--- src/adc_status_mode_pkg.sv ---
/*
 * constants for the converter status and mode registers.
 * assumes a core with an 8-bit register port and bit addressing.
 */
// Summary of operation
// - primary done sets status bit 7
// - ready cleared by zero write or cal
// - ready set blocks result and coefficient updates
// - bit 6 is the auxiliary ready flag
// - calibration completion sets bit 5
// - bit 5 cleared only by start write
// - aux temperature-sensor calibration never completes
// - bit 4 flags bad main reference
// - bad reference forces results to ones
// - alternate reference pair never monitored
// - bit 3 flags saturated primary result
// - bit 3 flags failed primary calibration
// - error flags cleared by start write
// - bit 2 is the auxiliary error flag
// - status bits 1 and 0 unimplemented
// - status at d8, reset 00, bit addressable
// - mode at d1, reset 08, bit7 empty
// - bit 6 notch needs decimation word >=68
package adc_status_mode_pkg;
    localparam logic [7:0] STAT_ADDR = 8'hd8;
    localparam logic [7:0] MODE_ADDR = 8'hd1;
    localparam logic [7:0] STAT_RESET = 8'h00;
    localparam logic [7:0] MODE_RESET = 8'h08;
    // status bit positions
    localparam int PRIM_RDY_BIT = 7;
    localparam int AUX_RDY_BIT = 6;
    localparam int CAL_BIT = 5;
    localparam int NOREF_BIT = 4;
    localparam int PRIM_ERR_BIT = 3;
    localparam int AUX_ERR_BIT = 2;
    // mode bit positions
    localparam int NOTCH_BIT = 6;
    localparam int PRIM_EN_BIT = 5;
    localparam int AUX_EN_BIT = 4;
    localparam int CHOP_OFF_BIT = 3;
    localparam int MODE_MSB = 2;
    // conversion mode codes: at or above these a write starts work
    localparam logic [2:0] MODE_CONV_MIN = 3'h2;
    localparam logic [2:0] MODE_CAL_MIN = 3'h4;
    // bit address page of the status register (d8..df)
    localparam logic [4:0] STAT_BIT_PAGE = 5'h1b;
    localparam logic [7:0] NOTCH_MIN_DECIM = 8'h44;
    localparam int RES_W = 24;
endpackage

--- src/adc_status_mode_regs.sv ---
/*
 * status and mode registers of the two sigma-delta converters:
 * the status byte with its ready, calibration, reference and
 * error flags, the mode byte, and the result and coefficient
 * holding registers that the ready flags guard.
 * assumes the core drives the register port on clk and the
 * converter datapath reports done/clamp/fail as one-cycle pulses
 * on clk, with data and qualifiers valid in the same cycle;
 * reference detect comes from analog comparators with no relation
 * to clk, so it is resynchronised here.
 */
`timescale 1ns/1ns
`default_nettype none
module adc_status_mode_regs (
    input wire logic clk, // 10 MHz core clock
    input wire logic reset_n, // async reset, low
    input wire logic [7:0] sfr_addr, // register address
    input wire logic sfr_wr, // byte write strobe
    input wire logic sfr_rd, // byte read strobe
    input wire logic [7:0] sfr_wdata, // write data
    output logic [7:0] sfr_rdata_q, // read data
    input wire logic [7:0] bit_addr, // bit address
    input wire logic bit_wr, // bit write strobe
    input wire logic bit_rd, // bit read strobe
    input wire logic bit_wdata, // bit write value
    output logic bit_rdata_q, // bit read value
    input wire logic [7:0] decimation_word, // filter word
    input wire logic prim_conv_done, // primary result pulse
    input wire logic prim_cal_done, // primary cal pulse
    input wire logic prim_clamped, // result saturated
    input wire logic prim_cal_fail, // cal error
    input wire logic [23:0] prim_result, // raw result
    input wire logic [23:0] prim_coef, // new coefficient
    input wire logic aux_conv_done, // aux result pulse
    input wire logic aux_cal_done, // aux cal pulse
    input wire logic aux_clamped, // aux saturated
    input wire logic aux_cal_fail, // aux cal error
    input wire logic aux_temp_sel, // temp sensor input
    input wire logic [23:0] aux_result, // raw aux result
    input wire logic [23:0] aux_coef, // new aux coefficient
    input wire logic ref_float, // main pair floating
    input wire logic ref_low, // main pair low
    output logic [23:0] prim_data_q, // primary result
    output logic [23:0] prim_cal_q, // primary coefficient
    output logic [23:0] aux_data_q, // aux result
    output logic [23:0] aux_cal_q, // aux coefficient
    output logic primary_done_flag, // status bit 7
    output logic aux_done_flag, // status bit 6
    output logic missing_ref_flag, // status bit 4
    output logic primary_clamp_error, // status bit 3
    output logic aux_clamp_error, // status bit 2
    output logic [2:0] conversion_mode_field, // mode bits
    output logic prim_en, // primary enable
    output logic aux_en, // aux enable
    output logic chop_off, // chop disable
    output logic second_notch_select, // notch active
    output logic mode_start_q, // start pulse
    output logic mode_cal_q // start is cal
);

    // flag update: set wins over clear, so an event that lands in the
    // same cycle as a software clear is never lost
    function automatic logic flag_next(
        input logic q,
        input logic set,
        input logic clr
    );
        flag_next = set | (q & ~clr);
    endfunction

    // work is started by a mode field at or above a threshold;
    // used for both the start and the calibration decode
    function automatic logic mode_at_least(
        input logic [2:0] md,
        input logic [2:0] lim
    );
        mode_at_least = (md >= lim);
    endfunction

    // mode byte and its next value
    logic [7:0] mode_q;
    logic [7:0] mode_d;
    // status flags
    logic prdy_q;
    logic ardy_q;
    logic cal_q;
    logic noref_q;
    logic perr_q;
    logic aerr_q;
    // registered mode side effects
    logic notch_q;
    logic start_q;
    logic calst_q;
    // read data holding registers
    logic [7:0] rdata_q;
    logic brd_q;
    // result and coefficient holding registers
    logic [23:0] pdat_q;
    logic [23:0] pcal_q;
    logic [23:0] adat_q;
    logic [23:0] acal_q;
    // reference detect synchroniser and accepted level
    logic [2:0] ref_sync_q;
    logic ref_bad_q;

    // register decode; reads need no strobe here, the read register
    // only loads when sfr_rd is high
    wire stat_wr = sfr_wr && (sfr_addr == adc_status_mode_pkg::STAT_ADDR);
    wire mode_wr = sfr_wr && (sfr_addr == adc_status_mode_pkg::MODE_ADDR);
    wire stat_rd = (sfr_addr == adc_status_mode_pkg::STAT_ADDR);
    wire mode_rd = (sfr_addr == adc_status_mode_pkg::MODE_ADDR);
    // the status byte is the only bit addressable register here
    wire bit_hit = (bit_addr[7:3] == adc_status_mode_pkg::STAT_BIT_PAGE);
    wire [2:0] bit_idx = bit_addr[2:0];

    // mode write decode; every write to the register is a mode-bit write
    // any mode write
    wire [2:0] wr_md = sfr_wdata[adc_status_mode_pkg::MODE_MSB:0];
    wire wr_start = mode_wr && mode_at_least(wr_md, adc_status_mode_pkg::MODE_CONV_MIN);
    wire wr_cal = mode_wr && mode_at_least(wr_md, adc_status_mode_pkg::MODE_CAL_MIN);
    // enable bits come from the written value, not the old one
    wire wr_pen = sfr_wdata[adc_status_mode_pkg::PRIM_EN_BIT];
    wire wr_aen = sfr_wdata[adc_status_mode_pkg::AUX_EN_BIT];

    // writing one to the top bit is harmless; it is never stored
    // bit 7 stays empty
    assign mode_d = mode_wr ? {1'b0, sfr_wdata[6:0]} : mode_q;

    // direct software clear of ready flags, by byte or by bit write;
    // a written one is ignored, software can never set a ready flag
    // zero write clears
    wire sw_clr_prdy = (stat_wr && !sfr_wdata[adc_status_mode_pkg::PRIM_RDY_BIT])
        || (bit_wr && bit_hit && !bit_wdata
            && (bit_idx == 3'(adc_status_mode_pkg::PRIM_RDY_BIT)));
    wire sw_clr_ardy = (stat_wr && !sfr_wdata[adc_status_mode_pkg::AUX_RDY_BIT])
        || (bit_wr && bit_hit && !bit_wdata
            && (bit_idx == 3'(adc_status_mode_pkg::AUX_RDY_BIT)));

    // a calibration start only clears the converters it enables
    // calibration start clears
    wire clr_prdy = sw_clr_prdy || (wr_cal && wr_pen);
    wire clr_ardy = sw_clr_ardy || (wr_cal && wr_aen);

    // the sensor path cannot settle a calibration, so its pulse is void
    // temp sensor cal
    wire acal_ok = aux_cal_done && !aux_temp_sel;

    // a blocked result write leaves data and the error flag untouched; a failed cal still sets it
    // blocked while ready
    wire p_res_we = prim_conv_done && !prdy_q;
    wire p_cal_we = prim_cal_done && !prdy_q && !prim_cal_fail;
    wire a_res_we = aux_conv_done && !ardy_q;
    wire a_cal_we = acal_ok && !ardy_q && !aux_cal_fail;

    // ready is set even when the data write itself was blocked
    // primary done
    wire set_prdy = prim_conv_done || prim_cal_done;
    wire set_ardy = aux_conv_done || acal_ok;
    wire set_cal = prim_cal_done || acal_ok;

    // reference forcing counts as saturation for the error flag
    // saturated result
    wire set_perr = (p_res_we && (prim_clamped || noref_q))
        || (prim_cal_done && prim_cal_fail);
    wire set_aerr = (a_res_we && (aux_clamped || noref_q))
        || (acal_ok && aux_cal_fail);

    // forcing sits before the guard, so a blocked write stays blocked
    // forced all ones
    wire [23:0] p_res = noref_q ? {adc_status_mode_pkg::RES_W{1'b1}} : prim_result;
    wire [23:0] a_res = noref_q ? {adc_status_mode_pkg::RES_W{1'b1}} : aux_result;

    wire ref_raw = ref_float | ref_low;
    // comparator levels change on their own time; accept once stages 2 and 3 agree
    wire ref_agree = (ref_sync_q[1] == ref_sync_q[2]);
    // the reference only counts while a converter is powered up
    wire conv_active = mode_q[adc_status_mode_pkg::PRIM_EN_BIT]
        || mode_q[adc_status_mode_pkg::AUX_EN_BIT];

    // the bit may still be written; it is masked while the word is small
    // notch needs word
    wire notch_ok = mode_q[adc_status_mode_pkg::NOTCH_BIT]
        && (decimation_word >= adc_status_mode_pkg::NOTCH_MIN_DECIM);

    // two spare bits keep the byte layout of the status register
    // low bits read zero
    wire [7:0] stat_view = {prdy_q, ardy_q, cal_q, noref_q, perr_q, aerr_q, 2'b00};

    // read mux; unmapped addresses read zero
    // a bit read outside the status page returns zero as well
    wire [7:0] rd_mux = stat_rd ? stat_view : (mode_rd ? mode_q : 8'h00);
    wire brd_mux = bit_hit ? stat_view[bit_idx] : 1'b0;

    // reference detect synchroniser, three stages; the first stage may
    // go metastable, so only stages 2 and 3 feed the decision, and a
    // level that flickers between them is held off until it settles
    always_ff @(posedge clk or negedge reset_n) begin
        if (!reset_n) begin
            ref_sync_q <= 3'h0;
            ref_bad_q <= 1'b0;
        end else begin
            ref_sync_q <= {ref_sync_q[1:0], ref_raw};
            if (ref_agree) begin
                ref_bad_q <= ref_sync_q[2];
            end
        end
    end

    // mode register and derived pulses; the start pulses last one
    // cycle and the converters latch the request themselves
    // mode reset 08
    always_ff @(posedge clk or negedge reset_n) begin
        if (!reset_n) begin
            mode_q <= adc_status_mode_pkg::MODE_RESET;
            notch_q <= 1'b0;
            start_q <= 1'b0;
            calst_q <= 1'b0;
        end else begin
            mode_q <= mode_d;
            notch_q <= notch_ok;
            start_q <= wr_start;
            calst_q <= wr_cal;
        end
    end

    // ready flags; hardware set always beats a same-cycle clear
    // status reset 00
    always_ff @(posedge clk or negedge reset_n) begin
        if (!reset_n) begin
            prdy_q <= adc_status_mode_pkg::STAT_RESET[adc_status_mode_pkg::PRIM_RDY_BIT];
            ardy_q <= adc_status_mode_pkg::STAT_RESET[adc_status_mode_pkg::AUX_RDY_BIT];
        end else begin
            prdy_q <= flag_next(prdy_q, set_prdy, clr_prdy);
            ardy_q <= flag_next(ardy_q, set_ardy, clr_ardy);
        end
    end

    // calibration and reference flags
    // status reset 00
    always_ff @(posedge clk or negedge reset_n) begin
        if (!reset_n) begin
            cal_q <= adc_status_mode_pkg::STAT_RESET[adc_status_mode_pkg::CAL_BIT];
            noref_q <= adc_status_mode_pkg::STAT_RESET[adc_status_mode_pkg::NOREF_BIT];
        end else begin
            cal_q <= flag_next(cal_q, set_cal, wr_start);
            noref_q <= ref_bad_q && conv_active;
        end
    end

    // error flags; a start write clears both converters at once
    // status reset 00
    always_ff @(posedge clk or negedge reset_n) begin
        if (!reset_n) begin
            perr_q <= adc_status_mode_pkg::STAT_RESET[adc_status_mode_pkg::PRIM_ERR_BIT];
            aerr_q <= adc_status_mode_pkg::STAT_RESET[adc_status_mode_pkg::AUX_ERR_BIT];
        end else begin
            perr_q <= flag_next(perr_q, set_perr, wr_start);
            aerr_q <= flag_next(aerr_q, set_aerr, wr_start);
        end
    end

    // primary result and coefficient registers; a blocked write is
    // dropped, not queued, so software must clear ready in time
    always_ff @(posedge clk or negedge reset_n) begin
        if (!reset_n) begin
            pdat_q <= 24'h000000;
            pcal_q <= 24'h000000;
        end else begin
            if (p_res_we) begin
                pdat_q <= p_res;
            end
            if (p_cal_we) begin
                pcal_q <= prim_coef;
            end
        end
    end

    // auxiliary result and coefficient registers, same guard
    always_ff @(posedge clk or negedge reset_n) begin
        if (!reset_n) begin
            adat_q <= 24'h000000;
            acal_q <= 24'h000000;
        end else begin
            if (a_res_we) begin
                adat_q <= a_res;
            end
            if (a_cal_we) begin
                acal_q <= aux_coef;
            end
        end
    end

    // read data registered one cycle after the strobe; it holds until
    // the next strobe, so the core may pick it up late
    // bit read path
    always_ff @(posedge clk or negedge reset_n) begin
        if (!reset_n) begin
            rdata_q <= 8'h00;
            brd_q <= 1'b0;
        end else begin
            if (sfr_rd) begin
                rdata_q <= rd_mux;
            end
            if (bit_rd) begin
                brd_q <= brd_mux;
            end
        end
    end

    // outputs, each a flip-flop
    assign sfr_rdata_q = rdata_q;
    assign bit_rdata_q = brd_q;

    // held results and coefficients
    assign prim_data_q = pdat_q;
    assign prim_cal_q = pcal_q;
    assign aux_data_q = adat_q;
    assign aux_cal_q = acal_q;

    // status flags; the calibration flag is only seen through a read
    assign primary_done_flag = prdy_q;
    assign aux_done_flag = ardy_q;
    assign missing_ref_flag = noref_q;
    assign primary_clamp_error = perr_q;
    assign aux_clamp_error = aerr_q;

    // mode byte fields and start pulses
    assign conversion_mode_field = mode_q[adc_status_mode_pkg::MODE_MSB:0];
    assign prim_en = mode_q[adc_status_mode_pkg::PRIM_EN_BIT];
    assign aux_en = mode_q[adc_status_mode_pkg::AUX_EN_BIT];
    assign chop_off = mode_q[adc_status_mode_pkg::CHOP_OFF_BIT];
    assign second_notch_select = notch_q;
    assign mode_start_q = start_q;
    assign mode_cal_q = calst_q;

endmodule
`default_nettype wire

--- config.mk ---
export PLATFORM = sky130hd
export DESIGN_NAME = adc_status_mode_regs
export DESIGN_NICKNAME = d
export VERILOG_FILES = /design/src/adc_status_mode_pkg.sv /design/src/adc_status_mode_regs.sv
export SDC_FILE = /design/constraint.sdc
export NUM_CORES = 1
export LEC_CHECK = 0
export ABC_CLOCK_PERIOD_IN_PS = 1800
export BUFFER_PORTS_ARGS = -buffer_cell sky130_fd_sc_hd__buf_2
export CAP_MARGIN = 20
export CORE_AREA = 2 2 92 130
export DETAILED_ROUTE_END_ITERATION = 10
export DIE_AREA = 0 0 94 132
export PLACE_DENSITY = 0.79
export RECOVER_POWER = 25
export SLEW_MARGIN = 20
export SYNTH_ARGS = -nofsm -noshare
export SYNTH_HDL_FRONTEND = slang
export SYNTH_SLANG_ARGS = --single-unit
--- constraint.sdc ---
create_clock -name clk -period 1.8 [get_ports clk]
set_clock_uncertainty 0.05 [all_clocks]
set_input_delay 0.09 -clock clk [delete_from_list [all_inputs] [get_ports clk]]
set_output_delay 0.09 -clock clk [all_outputs]
set_load 0.03 [all_outputs]
# ---- Word-level counts from Yosys, hierarchy flattened
# Index checks and enable logic that the tools add are counted.
dict set report totals {
  out_inout_bits 119
  regBits 125
}
dict set report op_classes {
  bitwise 14
  reduce_logical 45
  n_mux 7
  n_eq_ne 6
  order_cmp 4
}
# op count
set op_table {}
lappend op_table {{$mux 24} 2}
lappend op_table {{$logic_and 1x1->1} 25}
lappend op_table {{$eq 8x8->1 const B} 2}
lappend op_table {{$logic_or 1x1->1} 12}
lappend op_table {{$ge 8x7->1 const B} 1}
lappend op_table {{$logic_not 1->1} 8}
lappend op_table {{$mux 8} 1}
lappend op_table {{$mux 7} 1}
lappend op_table {{$eq 3x3->1 const B} 2}
lappend op_table {{$or 1x1->1} 6}
lappend op_table {{$and 1x1->1} 5}
lappend op_table {{$eq 5x5->1 const B} 1}
lappend op_table {{$lt 3x4->1 const B} 1}
lappend op_table {{$bmux 1 s3} 1}
lappend op_table {{$ge 3x2->1 const B} 1}
lappend op_table {{$ge 3x3->1 const B} 1}
lappend op_table {{$not 1->1} 3}
lappend op_table {{$mux 1} 2}
lappend op_table {{$eq 1x1->1} 1}

# ---- Logic depth before layout (Yosys ltp)
dict set report depth {
  word_depth 9
  ltp_mapped 6
}

# ---- Least setup slack after synthesis
# No wires, ideal clock.
dict set report synth_path {
  path_kind {register to register}
  startpoint {reg prdy_q, in the netlist primary_done_flag}
  endpoint {reg pcal_q[0], in the netlist prim_cal_q[0]}
  arrival_time_ns 1.494
  setup_ns 0.125
  n_path_buf 1
  stages_incl_launch_ff 4
  path_slack_ns 0.131
  required_time_ns 1.625
  path_cell_list {dfrtp_1 -> nor3b_2 -> buf_2 -> mux2_2}
}
dict set report synth_between {
  elab_chain_len 3
}
# element line_no
set synth_lines {}
lappend synth_lines {{start, declared} adc_status_mode_regs.sv:84} ;# logic prdy_q;
lappend synth_lines {{start signal, assigned} adc_status_mode_regs.sv:230} ;# prdy_q <= adc_status_mode_pkg::STAT_RESET[adc_status_mode_pkg::PRIM_RDY_BIT];
lappend synth_lines {{start signal, assigned} adc_status_mode_regs.sv:233} ;# prdy_q <= flag_next(prdy_q, set_prdy, clr_prdy);
lappend synth_lines {{$logic_not 1->1} adc_status_mode_regs.sv:151} ;# wire p_cal_we = prim_cal_done && !prdy_q && !prim_cal_fail;
lappend synth_lines {{$logic_and 1x1->1 (2 in series)} adc_status_mode_regs.sv:151}
lappend synth_lines {{end signal, assigned} adc_status_mode_regs.sv:273} ;# pcal_q <= prim_coef;
lappend synth_lines {{end, declared} adc_status_mode_regs.sv:99} ;# logic [23:0] pcal_q;
# Every way passes these cells.
# A chain may end at the register's enable or synchronous reset.

# ---- Worst setup path in the final report
dict set report layout_path {
  startpoint {in sfr_addr[1]}
  endpoint {reg ardy_q, in the netlist aux_done_flag}
}
dict set report layout_between {
  elab_chain_len 8
  word_cells_on_any_way 12
  classes_between {eq/ne (2); bitwise (3); reduce/logical (7)}
}
# element line_no
set layout_lines {}
lappend layout_lines {{start, declared} adc_status_mode_regs.sv:17} ;# input wire logic [7:0] sfr_addr,
lappend layout_lines {{$eq 8x8->1 (on tied branches)} {adc_status_mode_regs.sv:108, adc_status_mode_regs.sv:109}}
lappend layout_lines {{$logic_and 1x1->1 (on tied branches)} {adc_status_mode_regs.sv:108, adc_status_mode_regs.sv:109}}
lappend layout_lines {{$logic_and 1x1->1 (on tied branches)} {adc_status_mode_regs.sv:135, adc_status_mode_regs.sv:120}}
lappend layout_lines {{$logic_or 1x1->1 or $logic_and 1x1->1 (tied branches)} {adc_status_mode_regs.sv:136, adc_status_mode_regs.sv:142}}
lappend layout_lines {{$logic_or 1x1->1 (*)} adc_status_mode_regs.sv:142} ;# wire clr_ardy = sw_clr_ardy || (wr_cal && wr_aen);
lappend layout_lines {{$not 1->1 (*)} adc_status_mode_regs.sv:68} ;# flag_next = set | (q & ~clr);
lappend layout_lines {{$and 1x1->1 (*)} adc_status_mode_regs.sv:68}
lappend layout_lines {{$or 1x1->1 (*)} adc_status_mode_regs.sv:68}
lappend layout_lines {{end signal, assigned} adc_status_mode_regs.sv:231} ;# ardy_q <= adc_status_mode_pkg::STAT_RESET[adc_status_mode_pkg::AUX_RDY_BIT];
lappend layout_lines {{end signal, assigned} adc_status_mode_regs.sv:234} ;# ardy_q <= flag_next(ardy_q, set_ardy, clr_ardy);
lappend layout_lines {{end, declared} adc_status_mode_regs.sv:85} ;# logic ardy_q;
# Every way passes the cells marked *; elsewhere a longest branch is shown, timed or not.

==> results by group <==
Die
  • Die area: 12400 um2
  • Die width: 94 um
  • I/O pin cnt: 265
  • Die Ht: 132 um
  • Core footprint: 11200 um2
  • Starting Density: 0.443
  • # rows: 46

Placed design
  • DP Wirelength: 10.2 mm
  • Placer Congestion: 0.825
  • I/O Buffers: 262

Drt
  • Vias per cell: 5.10
  • DR iter-0 viols: 200
  • Antenna Violating Nets Remaining: 0
  • Router iterations before antenna repair: 5
  • Via count: 4904
  • Final WL: 16.9 mm
  • WL/cell: 17.5 um
  • Drc violations: 0

Clocking
  • Num CTS Buffers: 17
  • CTS tree: built
  • Sink Count: 125
  • Depth of the CTS H-tree: 4
  • CTS clk-pin slew, worst paths: 50 ps
  • CTS max path bufs: 2
  • CTS resizes: 0
  • Clock Latency Late Sink: 400 ps
  • CTS Root Cell: clkbuf_16

Yosys
  • Post-synth EDFFs: 0
  • Share of the synthesized area in the top cell type: 0.624
  • Syn_area_per_cell: 11.9 um2
  • Seq/Total Area, Yosys: 0.629
  • Yosys warns: 0
  • Ys flop type: dfrtp_1
  • FF+latch count, synth: 125
  • Top post-synthesis cells by area: dfrtp_1, mux2_2, o21ai_0
  • Async SR Flop Fraction: 1.00
  • Syn_nets: 564
  • Post-synthesis cell count: 418
  • Post-synthesis cell area: 4980 um2
  • Largest area contributor in the netlist: dfrtp_1
  • Netlist cell types: 41

Min path
  • Hold_sp: aux_clamped
  • Hold Path Stages: 4
  • Worst hold path type: primary input to register

Job
  • Max-cap violations: 0

Finish
  • Ant. Diodes: 0
  • Area delta synth->final: 67.3%
  • Seq. cell area: 3130 um2
  • Util after Layout: 0.742
  • Fin nets: 950
  • Fillers: 713
  • Share of cells above drive strength 1: 0.457
  • Multi-input logic area: 1700 um2

Worst setup path
  • Worst Setup Path Type: primary input to register
  • Critical Path End Type: register
  • CP Launch Type: primary input
  • CP required: 2030 ps
  • Family with the most delay on the worst path: buffers and inverters
  • Critical path origin: sfr_addr[1]
  • CP max stage cell: dlygate4sd3_1
  • Worst EP arrival: 1890 ps
  • Ordered cell list for the critical path: buf_2 -> or3b_4 -> nor3_2 -> buf_4 -> nand3_1 -> a211o_1 -> dlygate4sd3_1
  • Crit-path max FO: 6
  • Critical path depth in cells: 7
  • Path depth of the worst reg2reg path: 4
  • CP bufs+invs: 3
  • Reg2reg start: aux_done_flag
  • Critical path's largest stage delay: 560 ps

Pwr
  • Pwr/cell area: 938 nW/um2
  • Maximum vdd drop: 0.000676 V
  • Leak: 0.00440 uW

STA
  • Final worst path period share: 0.922
  • Total Neg Setup Slack: 0 ps
  • Rel. slew slack: 0.442
  • Final setup fails: 0
  • Final Slew Violations: 0
  • Worst-Margin Slew: 838 ps
  • Final Hold Fails: 0
  • Fmax: 602 MHz
  • Tmin final: 1660 ps
  • RSZ-0062 raised after global routing: no

Status
  • Status: completed

GRT
  • Largest net degree at the start of global routing: 49
  • First-pass GRT wire length: 26.0 mm
  • Antenna violations before repair: 0
  • Gr usage total: 0.274
  • Vias in the first global route: 5307
  • GRT overflow: 0
[cell usage in the layout, fill, tap and decap left out, drive strengths merged, types with 2 or more instances in the layout]
master	synthesis	layout
buf	8	271
dfrtp	124	124
dlygate4sd3	0	117
mux2	55	55
nor2	54	54
o21ai	54	54
nand2	52	52
clkbuf	16	23
inv	9	11
a22oi	5	5
bufinv	0	5
clkinv	0	4
nand2b	3	3
or2	3	3
a22o	3	3
nor3b	3	3
nor4	3	3
a221o	2	2
o21a	2	2
nand3	2	2
a211o	2	2
nand4b	2	2
[metrics by stage]
stage | hold slack [ps] | cells | instance area [um2] | total power (uW) | setup slack, ps
after floorplan | -256 | 418 | 4980 | 3460 | 131
after global placement | 18.2 | 812 | 6530 | 3850 | 286
after detailed placement | 22.5 | 812 | 6530 | 3880 | 268
after CTS | 16.5 | 961 | 8350 | 7850 | 160
after global routing | 36.2 | 961 | 8330 | 8080 | 58.0
final | 34.9 | 961 | 8330 | 7810 | 140
[area by class of cell]
type | instances | area share
multi-input cells | 260 | 0.205
repair buffers | 391 | 0.315
well taps | 144 | 0.0216
flip-flops and latches | 125 | 0.376
clock inverters | 12 | 0.0252
inverters | 9 | 0.00406
clock buffers | 20 | 0.0536
[metal layers]
metal  GRT usage  up-vias  routed length, um  share of wire
met2       0.493      281               9160           0.54
met4       0.145        0                681          0.040
li1            -     2199                  -              -
met5           0        -                  0              0
met3      0.0806       67               1200          0.071
met1       0.279     2357               5830           0.35
[tightest hold or removal path: cells and delay by family]
kind                   cells  cell delay (ps)
AOI/OAI and AO/OA          1              110
and+or+nand+nor            2              140
buffers and inverters      1              110
[report_power, final]
group | switching, uW | internal (uW) | leakage, uW
sequential | 76.7 | 2940 | 0.00165
combinational | 581 | 461 | 0.00244
clock | 1250 | 2510 | 0.000315
[state kept, by name, summed over array words and instances (netlist names), 3 cells and up]
signal and count:
sfr_rdata_q 8, aux_cal_q 24, aux_data_q 24, prim_cal_q 24
prim_data_q 24, mode_q 7, ref_sync_q 3
[final timing paths]
check | to | slack [ps]
max | aux_done_flag | 140
min | aux_clamp_error | 30
max reg2reg | aux_done_flag | 170
min reg2reg | ref_sync_q[1] | 310
max in group asynchronous | aux_data_q[0] | 290
min in group asynchronous | aux_cal_q[17] | 280
[kinds of logic (layout without fill, tap and decap cells)]
group                      after synthesis  after routing  share of synthesized area
adders and majority gates                1              1                    0.00201
and+or+nand+nor                        129            129                      0.121
buffers and inverters                   33            432                     0.0314
DFF                                    125            125                      0.629
muxes                                   57             57                      0.131
AOI/OAI and AO/OA                       73             73                     0.0857
[Yosys cell counts, drive strengths merged (2+ instances only)]
| master | count |
|---|---|
| nand2b | 3 |
| buf | 8 |
| a221o | 2 |
| or2 | 3 |
| inv | 9 |
| nand3 | 2 |
| dfrtp | 124 |
| a22oi | 5 |
| nand2 | 52 |
| nand4b | 2 |
| clkbuf | 16 |
| mux2 | 55 |
| nor4 | 3 |
| nor3b | 3 |
| o21ai | 54 |
| a22o | 3 |
| a211o | 2 |
| o21a | 2 |
| nor2 | 54 |
[timing repair]
item                                   CTS  global route
endpoints found under the hold margin  226             0
setup buffers                            0             0
hold buffers                           117             0
setup endpoints to repair                0             0
Note: power is estimated with default switching activity, not from simulation.
